`config.mk`:
```
export PLATFORM = sky130hd
export DESIGN_NAME = scg_serial_clock_gen
export DESIGN_NICKNAME = d
export VERILOG_FILES = /design/src/inc/scg_pkg.sv /design/src/rtl/scg_serial_clock_gen.sv
export SDC_FILE = /design/constraint.sdc
export NUM_CORES = 1
export LEC_CHECK = 0
export ABC_AREA = 1
export BUFFER_PORTS_ARGS = -buffer_cell sky130_fd_sc_hd__buf_4
export CAP_MARGIN = 20
export CORE_MARGIN = 5
export CORE_UTILIZATION = 55
export DETAILED_ROUTE_END_ITERATION = 8
export GPL_ROUTABILITY_DRIVEN = 0
export PLACE_DENSITY = 0.91
export SLEW_MARGIN = 15
export SYNTH_ARGS = -nofsm -noshare
export SYNTH_HDL_FRONTEND = slang
export SYNTH_SLANG_ARGS = --single-unit
```
`constraint.sdc`:
```
create_clock -name pclk -period 4.2 [get_ports pclk]
set_input_delay 0.63 -clock pclk [delete_from_list [all_inputs] [get_ports pclk]]
set_output_delay 0.63 -clock pclk [all_outputs]
set_load 0.005 [all_outputs]
```
`src/inc/scg_pkg.sv`:
```
// Package for the serial transfer clock generator.
// Assumes a 32-bit APB slave with byte addresses in paddr[7:0].
package scg_pkg;

	localparam logic [7:0] ADDR_BAUD_CTRL = 8'h00;
	localparam logic [7:0] ADDR_BAUD_FRAC = 8'h04;
	localparam logic [7:0] ADDR_MODE      = 8'h08;
	localparam logic [7:0] ADDR_CTRL      = 8'h0c;
	localparam logic [7:0] ADDR_STATUS    = 8'h10;

	// baud_control_register fields
	localparam int SEL_LSB  = 0;
	localparam int N_LSB    = 4;
	localparam int FRAC_BIT = 8;
	// baud_fraction_register field
	localparam int K_LSB = 0;
	// serial_mode_register_zero fields
	localparam int MODE_BIT = 0;
	localparam int SRC_LSB  = 2;
	// serial_control_register fields
	localparam int EDGE_BIT = 0;
	localparam int DIR_BIT  = 1;

	// Prescaler tap masks: divide by 2, 8, 32, 128
	localparam logic [6:0] TAP_DIV2   = 7'h01;
	localparam logic [6:0] TAP_DIV8   = 7'h07;
	localparam logic [6:0] TAP_DIV32  = 7'h1f;
	localparam logic [6:0] TAP_DIV128 = 7'h7f;

	// Asynchronous clock source codes
	localparam logic [1:0] SRC_TIMER = 2'h0;
	localparam logic [1:0] SRC_BAUD  = 2'h1;
	localparam logic [1:0] SRC_FSYS  = 2'h2;
	localparam logic [1:0] SRC_SCLK  = 2'h3;

	localparam logic [4:0] FRAC_ONE    = 5'h10;
	localparam logic [4:0] N_ZERO_AS   = 5'h10;
	localparam logic [3:0] BIT_DIV_TOP = 4'hf;

	// Reset values
	localparam logic [1:0] RST_SEL  = 2'h0;
	localparam logic [3:0] RST_N    = 4'h0;
	localparam logic [3:0] RST_K    = 4'h0;
	localparam logic [1:0] RST_SRC  = 2'h1;

	typedef struct packed {
		logic       frac_en;
		logic [3:0] n;
		logic [1:0] in_sel;
		logic [3:0] k;
		logic       async_mode;
		logic [1:0] async_src;
		logic       sclk_in_mode;
		logic       edge_fall;
	} scg_cfg_s;

	typedef struct packed {
		logic [31:0] prdata;
		logic        pready;
		logic        pslverr;
	} scg_apb_s;

	typedef enum logic [0:0] {
		SCG_IDLE,
		SCG_ANSWER
	} scg_apb_e;

endpackage

```
`src/rtl/scg_serial_clock_gen.sv`:
```
// Transfer clock generator: prescaler taps, baud divider, clock select.
// Assumes a prescaler tick pulse and a timer tick pulse synchronous to pclk;
// the shift clock input is synchronised here; APB master on pclk.
//
// Design decisions made here: the address map and the APB slave port.
`timescale 1ns/100ps
`default_nettype none

// Behaviour
// - Baud input is prescaler tick divided by 2, 8, 32 or 128.
// - Synchronous mode divides by N only; asynchronous may pick fractional.
// - Mode field picks source: control register or asynchronous source field.
// - Driven shift clock is baud output halved, rising edge only.
// - External shift clock shifts on the rising or falling edge selected.
// - Asynchronous transfer clock is divided by sixteen to time bits.
module scg_serial_clock_gen
(
	input  wire logic        pclk,
	input  wire logic        presetn,
	input  wire logic        psel,
	input  wire logic        penable,
	input  wire logic        pwrite,
	input  wire logic [7:0]  paddr,
	input  wire logic [31:0] pwdata,
	output logic      [31:0] prdata,
	output logic             pready,
	output logic             pslverr,
	input  wire logic        prescaler_tick,
	input  wire logic        timer_tick,
	input  wire logic        sclk_in,
	output logic             sclk_out,
	output logic             sclk_oe,
	output logic             transfer_tick,
	output logic             bit_tick
);

	scg_pkg::scg_cfg_s cfg;
	scg_pkg::scg_cfg_s next_cfg;
	scg_pkg::scg_apb_s apb;
	scg_pkg::scg_apb_s next_apb;
	scg_pkg::scg_apb_e state;
	scg_pkg::scg_apb_e next_state;

	logic [6:0] presc_cnt;
	logic [6:0] next_presc_cnt;
	logic [4:0] bg_cnt;
	logic [4:0] next_bg_cnt;
	logic [3:0] frac_acc;
	logic [3:0] next_frac_acc;
	logic       frac_extra;
	logic       next_frac_extra;
	logic [3:0] bit_cnt;
	logic [3:0] next_bit_cnt;
	logic       sclk_s1;
	logic       sclk_s2;
	logic       sclk_s3;
	logic       next_sclk_out;
	logic       next_sclk_oe;
	logic       next_transfer_tick;
	logic       next_bit_tick;

	logic [6:0] tap_mask;
	logic       tap_tick;
	logic [4:0] n_val;
	logic [4:0] period;
	logic [4:0] frac_sum;
	logic       bg_tick;
	logic       sclk_rise;
	logic       sclk_fall;
	logic       src_tick;
	logic       shift_tick;
	logic       acc_phase;
	logic [31:0] rd_word;

	// APB slave: answer in the second access cycle
	always_comb
	begin
		next_cfg   = cfg;
		next_apb   = apb;
		next_state = scg_pkg::SCG_IDLE;
		acc_phase  = psel && penable && (state == scg_pkg::SCG_IDLE);
		rd_word    = 32'h0;
		next_apb.pready  = 1'b0;
		next_apb.pslverr = 1'b0;
		case (paddr)
			scg_pkg::ADDR_BAUD_CTRL:
			begin
				rd_word[scg_pkg::SEL_LSB +: 2] = cfg.in_sel;
				rd_word[scg_pkg::N_LSB +: 4]   = cfg.n;
				rd_word[scg_pkg::FRAC_BIT]     = cfg.frac_en;
			end
			scg_pkg::ADDR_BAUD_FRAC:
				rd_word[scg_pkg::K_LSB +: 4] = cfg.k;
			scg_pkg::ADDR_MODE:
			begin
				rd_word[scg_pkg::MODE_BIT]    = cfg.async_mode;
				rd_word[scg_pkg::SRC_LSB +: 2] = cfg.async_src;
			end
			scg_pkg::ADDR_CTRL:
			begin
				rd_word[scg_pkg::EDGE_BIT] = cfg.edge_fall;
				rd_word[scg_pkg::DIR_BIT]  = cfg.sclk_in_mode;
			end
			scg_pkg::ADDR_STATUS:
				rd_word = {24'h0, bit_cnt, frac_acc[0],
					sclk_s2, sclk_oe, sclk_out};
			default:
				rd_word = 32'h0;
		endcase
		if (acc_phase)
		begin
			next_state        = scg_pkg::SCG_ANSWER;
			next_apb.pready   = 1'b1;
			next_apb.prdata   = pwrite ? 32'h0 : rd_word;
			case (paddr)
				scg_pkg::ADDR_BAUD_CTRL:
				begin
					if (pwrite)
					begin
						next_cfg.in_sel  = pwdata[scg_pkg::SEL_LSB +: 2];
						next_cfg.n       = pwdata[scg_pkg::N_LSB +: 4];
						next_cfg.frac_en = pwdata[scg_pkg::FRAC_BIT];
					end
				end
				scg_pkg::ADDR_BAUD_FRAC:
				begin
					if (pwrite)
						next_cfg.k = pwdata[scg_pkg::K_LSB +: 4];
				end
				scg_pkg::ADDR_MODE:
				begin
					if (pwrite)
					begin
						next_cfg.async_mode = pwdata[scg_pkg::MODE_BIT];
						next_cfg.async_src  = pwdata[scg_pkg::SRC_LSB +: 2];
					end
				end
				scg_pkg::ADDR_CTRL:
				begin
					if (pwrite)
					begin
						next_cfg.edge_fall    = pwdata[scg_pkg::EDGE_BIT];
						next_cfg.sclk_in_mode = pwdata[scg_pkg::DIR_BIT];
					end
				end
				scg_pkg::ADDR_STATUS:
					next_apb.pslverr = pwrite;
				default:
					next_apb.pslverr = 1'b1;
			endcase
		end
	end

	always_ff @(posedge pclk or negedge presetn)
	begin
		if (!presetn)
		begin
			state <= scg_pkg::SCG_IDLE;
			apb   <= '0;
			cfg   <= '{frac_en: 1'b0, n: scg_pkg::RST_N,
				in_sel: scg_pkg::RST_SEL, k: scg_pkg::RST_K,
				async_mode: 1'b0, async_src: scg_pkg::RST_SRC,
				sclk_in_mode: 1'b0, edge_fall: 1'b0};
		end
		else
		begin
			state <= next_state;
			apb   <= next_apb;
			cfg   <= next_cfg;
		end
	end

	assign prdata  = apb.prdata;
	assign pready  = apb.pready;
	assign pslverr = apb.pslverr;

	// Prescaler taps and baud divider
	always_comb
	begin
		case (cfg.in_sel)
			2'h0:    tap_mask = scg_pkg::TAP_DIV2;
			2'h1:    tap_mask = scg_pkg::TAP_DIV8;
			2'h2:    tap_mask = scg_pkg::TAP_DIV32;
			default: tap_mask = scg_pkg::TAP_DIV128;
		endcase
		tap_tick = prescaler_tick && ((presc_cnt & tap_mask) == tap_mask);
		next_presc_cnt = prescaler_tick ? 7'(presc_cnt + 7'h1) : presc_cnt;
		// Field value zero stands for sixteen
		n_val  = (cfg.n == 4'h0) ? scg_pkg::N_ZERO_AS : {1'b0, cfg.n};
		period = 5'(n_val + {4'h0, frac_extra});
		frac_sum = 5'({1'b0, frac_acc}
			+ 5'(scg_pkg::FRAC_ONE - {1'b0, cfg.k}));
		bg_tick         = 1'b0;
		next_bg_cnt     = bg_cnt;
		next_frac_acc   = frac_acc;
		next_frac_extra = frac_extra;
		if (tap_tick)
		begin
			if (5'(bg_cnt + 5'h1) >= period)
			begin
				bg_tick     = 1'b1;
				next_bg_cnt = 5'h0;
				// Accumulator carry stretches one period in sixteen-K spots
				if (cfg.async_mode && cfg.frac_en)
				begin
					next_frac_acc   = frac_sum[3:0];
					next_frac_extra = frac_sum[4];
				end
				else
				begin
					next_frac_acc   = 4'h0;
					next_frac_extra = 1'b0;
				end
			end
			else
				next_bg_cnt = 5'(bg_cnt + 5'h1);
		end
	end

	always_ff @(posedge pclk or negedge presetn)
	begin
		if (!presetn)
		begin
			presc_cnt  <= 7'h0;
			bg_cnt     <= 5'h0;
			frac_acc   <= 4'h0;
			frac_extra <= 1'b0;
		end
		else
		begin
			presc_cnt  <= next_presc_cnt;
			bg_cnt     <= next_bg_cnt;
			frac_acc   <= next_frac_acc;
			frac_extra <= next_frac_extra;
		end
	end

	// Shift clock input synchroniser; only s2 and s3 feed logic
	always_ff @(posedge pclk or negedge presetn)
	begin
		if (!presetn)
		begin
			sclk_s1 <= 1'b0;
			sclk_s2 <= 1'b0;
			sclk_s3 <= 1'b0;
		end
		else
		begin
			sclk_s1 <= sclk_in;
			sclk_s2 <= sclk_s1;
			sclk_s3 <= sclk_s2;
		end
	end

	assign sclk_rise = sclk_s2 && !sclk_s3;
	assign sclk_fall = !sclk_s2 && sclk_s3;

	// Clock selection, shift clock and bit timing
	always_comb
	begin
		next_sclk_out = sclk_out;
		next_sclk_oe  = 1'b0;
		next_bit_cnt  = bit_cnt;
		next_bit_tick = 1'b0;
		src_tick      = 1'b0;
		shift_tick    = 1'b0;
		if (cfg.async_mode)
		begin
			next_sclk_out = 1'b0;
			case (cfg.async_src)
				scg_pkg::SRC_TIMER: src_tick = timer_tick;
				scg_pkg::SRC_BAUD:  src_tick = bg_tick;
				scg_pkg::SRC_FSYS:  src_tick = 1'b1;
				scg_pkg::SRC_SCLK:  src_tick = sclk_rise;
				default:            src_tick = 1'b0;
			endcase
			if (src_tick)
			begin
				next_bit_cnt  = 4'(bit_cnt + 4'h1);
				next_bit_tick = (bit_cnt == scg_pkg::BIT_DIV_TOP);
			end
		end
		else if (cfg.sclk_in_mode)
		begin
			// Partner must respect the minimum period to be caught here
			next_sclk_out = 1'b0;
			src_tick   = cfg.edge_fall ? sclk_fall : sclk_rise;
			shift_tick = src_tick;
			next_bit_cnt  = 4'h0;
			next_bit_tick = shift_tick;
		end
		else
		begin
			next_sclk_oe = 1'b1;
			// Toggle per baud tick halves it; shifting is on the rise
			if (bg_tick)
			begin
				next_sclk_out = !sclk_out;
				shift_tick    = !sclk_out;
			end
			src_tick      = shift_tick;
			next_bit_cnt  = 4'h0;
			next_bit_tick = shift_tick;
		end
		next_transfer_tick = src_tick;
	end

	always_ff @(posedge pclk or negedge presetn)
	begin
		if (!presetn)
		begin
			sclk_out      <= 1'b0;
			sclk_oe       <= 1'b0;
			bit_cnt       <= 4'h0;
			bit_tick      <= 1'b0;
			transfer_tick <= 1'b0;
		end
		else
		begin
			sclk_out      <= next_sclk_out;
			sclk_oe       <= next_sclk_oe;
			bit_cnt       <= next_bit_cnt;
			bit_tick      <= next_bit_tick;
			transfer_tick <= next_transfer_tick;
		end
	end

endmodule // scg_serial_clock_gen

`default_nettype wire

```
Word-level counts from Yosys, hierarchy flattened
Cells that the tools add are included.

Bits in registers: 56. Bits of input ports: 48. Output and inout port bits: 38.

Add/sub/neg operators: 6. $lt $le $gt $ge: 1. Eq/ne operators: 12. Muxes and demuxes: 30. Bitwise logic cells: 2. Reductions and logical operators: 20.

Operators by type and width (number): 7-bit case mux with 3 select lines (1); 8-bit by 4-bit equality test with 1-bit output (second input constant) (2); 1-bit two-way mux (16); 4-bit two-way mux (3); 3-bit AND reduction (4); 5-bit two-way mux (2); 5-bit case mux with 2 select lines (1); 9-bit two-way mux (1); 8-bit by 3-bit equality test with 1-bit output (second input constant) (1); 8-bit by 5-bit equality test with 1-bit output (second input constant) (1); 8-bit zero test (1); 1-bit case mux with 4 select lines (2); 7-bit by 1-bit adder with 7-bit output (second input constant) (1); 7-bit bitwise AND (1); 7-bit equality test (1); 2-bit equality test (second input constant) (3); 1-bit logical AND (6); 2-bit case mux with 3 select lines (1); 4-bit by 5-bit adder with 5-bit output (1); 5-bit by 1-bit adder with 5-bit output (1); 5-bit by 1-bit adder with 5-bit output (second input constant) (1); 5-bit >= comparator (1); 1-bit case mux with 5 select lines (1); 5-bit by 4-bit subtractor with 5-bit output (first input constant) (1); other kinds (13) (17).

Depth between registers and ports, before layout
Word-level depth: 10. Gate-level depth with buffers: 15. Mapped depth without buffers: 14.

Least setup slack after synthesis
Ideal clock, no wire load.

Path type: register -> register. From: reg cfg[11] in the netlist's numbering. To: reg frac_acc[2]. Setup time: 124 ps. Arrival: 1894 ps. Slack: 2182 ps. Cell stages (with the launch flop): 14. Path buffers: 1. Path through: dfrtp_1 -> clkbuf_1 -> ha_1 -> ha_1 -> nand3_1 -> o41ai_1 -> inv_1 -> ha_1 -> a21oi_1 -> nand3_4 -> nand2_4 -> inv_2 -> o211ai_1 -> nand2_1.

Cells in the longest elaborated chain, start to end: 5.

Ends and longest elaborated chain: start: declaration (line scg_serial_clock_gen.sv:37) `scg_pkg::scg_cfg_s cfg;`; start signal: assignment (line scg_serial_clock_gen.sv:160) `cfg <= '{frac_en: 1'b0, n: scg_pkg::RST_N,`; start signal: assignment (line scg_serial_clock_gen.sv:169) `cfg <= next_cfg;`; 4-bit zero test (line scg_serial_clock_gen.sv:189) `n_val = (cfg.n == 4'h0) ? scg_pkg::N_ZERO_AS : {1'b0, cfg.n};`; 5-bit two-way mux * (line scg_serial_clock_gen.sv:189); 5-bit by 1-bit adder with 5-bit output * (line scg_serial_clock_gen.sv:190) `period = 5'(n_val + {4'h0, frac_extra});`; 5-bit >= comparator * (line scg_serial_clock_gen.sv:199) `if (5'(bg_cnt + 5'h1) >= period)`; 2-bit AND reduction (no source line) *; end signal: assignment (line scg_serial_clock_gen.sv:233) `frac_acc <= next_frac_acc;`; end: declaration (line scg_serial_clock_gen.sv:48) `logic [3:0] frac_acc;`.

Every way passes the cells marked *; elsewhere a longest branch is shown, timed or not. A chain may end at the register's enable or synchronous reset.

Worst setup path in the final report
Ends and elaborated chain as after synthesis.

==> results.yml <==
flow_run:
  maxCapViolCount: 0
sta:
  rsz0062_at_grt: "no"
  period_minus_slack_ps: 2230
  whs_ps: 348
  fmax_mhz: 449
  final_max_slew_viol_count: 0
  final.setup.tns_ps: 0
  max_slew_margin_pct: 54.8
  period_share_pct: 53.0
  finalSetupViolCount: 0
  hold_viol: 0
  tightest_slew_ps: 678
  skew_ps: 9.17
synth:
  synth-compound-area-share_pct: 6.39
  synth_enable_flop_cells: 0
  yosys.area_share.simple_pct: 27.0
  yosys.area_share.adder_pct: 6.19
  post_synth_xor_area_fraction_pct: 3.33
  syn_inst: 373
  synth_top_area_share_pct: 42.9
  async_reset_ff_share_pct: 100
  yosysSeqAreaShare_pct: 43.7
  synth_top_area_cell: "dfrtp_1"
  yosysUniqueCellTypes: 39
  syn_area_um2: 3150
  synth_top_family_by_area: "simple AND/OR/NAND/NOR gates"
  synthMuxAreaShare_pct: 1.31
  ys_warn_count: 0
  avgSynthCellArea_um2: 8.45
  yosys_register_bits: 55
  synthFlopType: "dfrtp_1"
  synthTopCellsByArea: "dfrtp_1 43%, nand2_1 11%, nand3_1 5.9%, buf_4 5.7%, ha_1 5.6%"
detailed_routing:
  ant_nets: 0
  drt_pre_antenna_iters: 5
  first_iter_violations: 201
  viasPerCell: 5.48
  vias: 2662
  drt_wl_total_mm: 6.84
  drc: 0
  wire_per_inst_um: 14.1
global_routing:
  grt_antenna_before_repair: 0
  top_usage_layer: "met2"
  grt_use_met1_pct: 23.3
  use_met2_pct: 34.5
  grt_pass1_wl_mm: 11.7
  grt_pass1_vias: 2609
  grt_max_degree: 56
  grtUsageTotal_pct: 19.6
  grt_overflow_total: 0
  grtUsageMet3_pct: 3.27
floorplan:
  start_util_pct: 56.9
  rows: 27
  dieArea_um2: 7350
  die_w_um: 85.7
  dieHeight_um: 85.7
  ios: 86
  core_area_um2: 5540
place:
  dpl.cell_count: 478
  io_buffers: 39
  dpl.hpwl_mm: 5.28
setup_path:
  cp-start-kind: "register"
  reg2reg_slack_ps: 1970
  end_kind: "register"
  reg2reg_depth: 12
  crit_top_cell: "ha_1"
  crit_arrival_ps: 2430
  crit_type: "register to register"
  reg2reg_to: "frac_acc[2]"
  r2r-start: "cfg[11]"
  cp_max_fo: 9
  critPathSlowestCell: "dfrtp_1"
  worstPathCellList: "ha_1 -> ha_1 -> nand3_1 -> o41ai_1 -> inv_1 -> ha_1 -> a21oi_1 -> nand3_4 -> nand2_4 -> inv_2 -> o211ai_1 -> nand2_1"
  critPathMaxStageDelay_ps: 410
  critical_path_required_ps: 4400
layout:
  fin_util_pct: 63.8
  antenna_cells: 0
  fin_cells: 486
  layout.nets: 476
  areaGrowthSynthToFinish_pct: 12.0
  drive_above_1_share_pct: 19.1
clock_network:
  cts_buffers: 5
  ctsResizeCount: 0
  cts.sinks: 55
  clk-insertion-delay-late_ps: 310
  cts-root-buf: "clkbuf_8"
  path_clk_slew_ps: 100
  cts_hold_buf: 0
  clockBufferDepth: 2
  post_cts_buffers: 0
  cts_tree: "done"
  h-tree-depth: 2
pwr:
  leakagePower_nw: 1.87
  vdd_drop_max_mv: 0.218
  powerDensity_nw_per_um2: 393
status:
  status: "completed"
min_path:
  hp-class: "primary input to async pin"
==> cells in the final DEF, fill, tap and decap left out <==
master,Yosys,routed
a21oi_1,9,9
a32o_1,1,1
and3_2,1,1
buf_4,24,39
bufinv_16,0,1
clkbuf_8,0,5
clkinv_4,0,1
conb_1,1,23
dfrtp_1,54,54
dfstp_2,1,1
fa_1,1,1
ha_1,14,14
inv_1,37,37
inv_2,7,7
inv_6,1,2
mux2_2,1,1
mux2_4,2,2
nand2_1,95,95
nand2_2,3,3
nand2_4,3,3
nand3_1,37,37
nand3_2,2,2
nand3_4,2,2
nand4_1,6,6
nand4_2,1,1
nor2_1,22,22
nor2_2,1,1
nor2_4,4,4
nor3_1,1,1
o2111ai_1,1,1
o211ai_1,1,1
o21ai_0,1,1
o21ai_1,18,18
o21ai_2,1,1
o21bai_2,1,1
o22ai_1,1,1
o41ai_1,1,1
or2_2,1,1
xnor2_1,4,4
xor2_1,8,8
==> flip-flops by register name (all words and copies together), names as in the netlist <==
register / flops
bg_cnt: 5
bit_cnt: 4
bit_tick: 1
cfg: 16
frac_acc: 4
frac_extra: 1
prdata: 9
pready: 1
presc_cnt: 7
pslverr: 1
sclk_oe: 1
sclk_out: 1
sclk_s1: 1
sclk_s2: 1
sclk_s3: 1
transfer_tick: 1
==> worst max-delay path: cells and delay by family (launching register included) <==
kind | cells | cell delay (ps)
DFF | 1 | 410
buffers and inverters | 2 | 140
and+or+nand+nor | 4 | 490
AOI/OAI and AO/OA | 3 | 400
adders and majority gates | 3 | 660
==> cells by family after synthesis <==
group	count (synthesis)
buffers and inverters	73
adder cells (fa/ha/maj)	15
multiplexers	3
XOR/XNOR	12
flip-flops	55
AO/OA/AOI/OAI	35
other	1
AND/OR/NAND/NOR	179
==> cell type report <==
| type | instances | area, µm² |
|---|---|---|
| well taps | 72 | 90.1 |
| repair buffers | 39 | 293 |
| clock buffers | 5 | 68.8 |
| multi-input cells | 267 | 1480 |
| clock inverters | 3 | 47.5 |
| inverters | 45 | 174 |
| fillers | 468 | 2010 |
| flip-flops and latches | 55 | 1380 |
==> stage by stage <==
step	power, mW	area (µm²)	setup slack (ps)
2_1_floorplan	0.930	3240	2180
3_3_place_gp	1.00	3420	2090
3_5_place_dp	1.03	3420	1990
4_1_cts	1.40	3530	1980
5_1_grt	1.47	3530	1810
6_report	1.39	3530	1970
==> worst max-delay path by stage <==
stage                 start          end  depth (start not counted)
floorplan           cfg[11]  frac_acc[2]                         13
global placement    cfg[11]  frac_acc[2]                         12
detailed placement  cfg[11]  frac_acc[2]                         12
CTS                 cfg[11]  frac_acc[2]                         12
global route        cfg[11]  frac_acc[2]                         12
finish              cfg[11]  frac_acc[2]                         12
==> report_power, final <==
part / total [mW] / leakage [nW] / internal (mW) / switching, mW
registers: 0.653 / 0.715 / 0.595 / 0.0584
clock network: 0.362 / 0.0587 / 0.181 / 0.181
logic: 0.372 / 1.10 / 0.146 / 0.226
==> cells in the mapped netlist, types with 2 or more instances <==
library cell  instances
nand2_1              95
dfrtp_1              54
inv_1                37
nand3_1              37
buf_4                24
nor2_1               22
o21ai_1              18
ha_1                 14
a21oi_1               9
xor2_1                8
inv_2                 7
nand4_1               6
nor2_4                4
xnor2_1               4
clkbuf_1              3
nand2_2               3
nand2_4               3
mux2_4                2
nand3_2               2
nand3_4               2
==> per-layer routing <==
metal | up-vias | wire (µm) | share of wire (%)
met4 | 0 | 227 | 3.3
met3 | 34 | 500 | 7.3
li1 | 1236 | - | -
met5 | - | 0 | 0
met2 | 149 | 3510 | 51
met1 | 1243 | 2610 | 38
(Power assumes the default switching activity.)
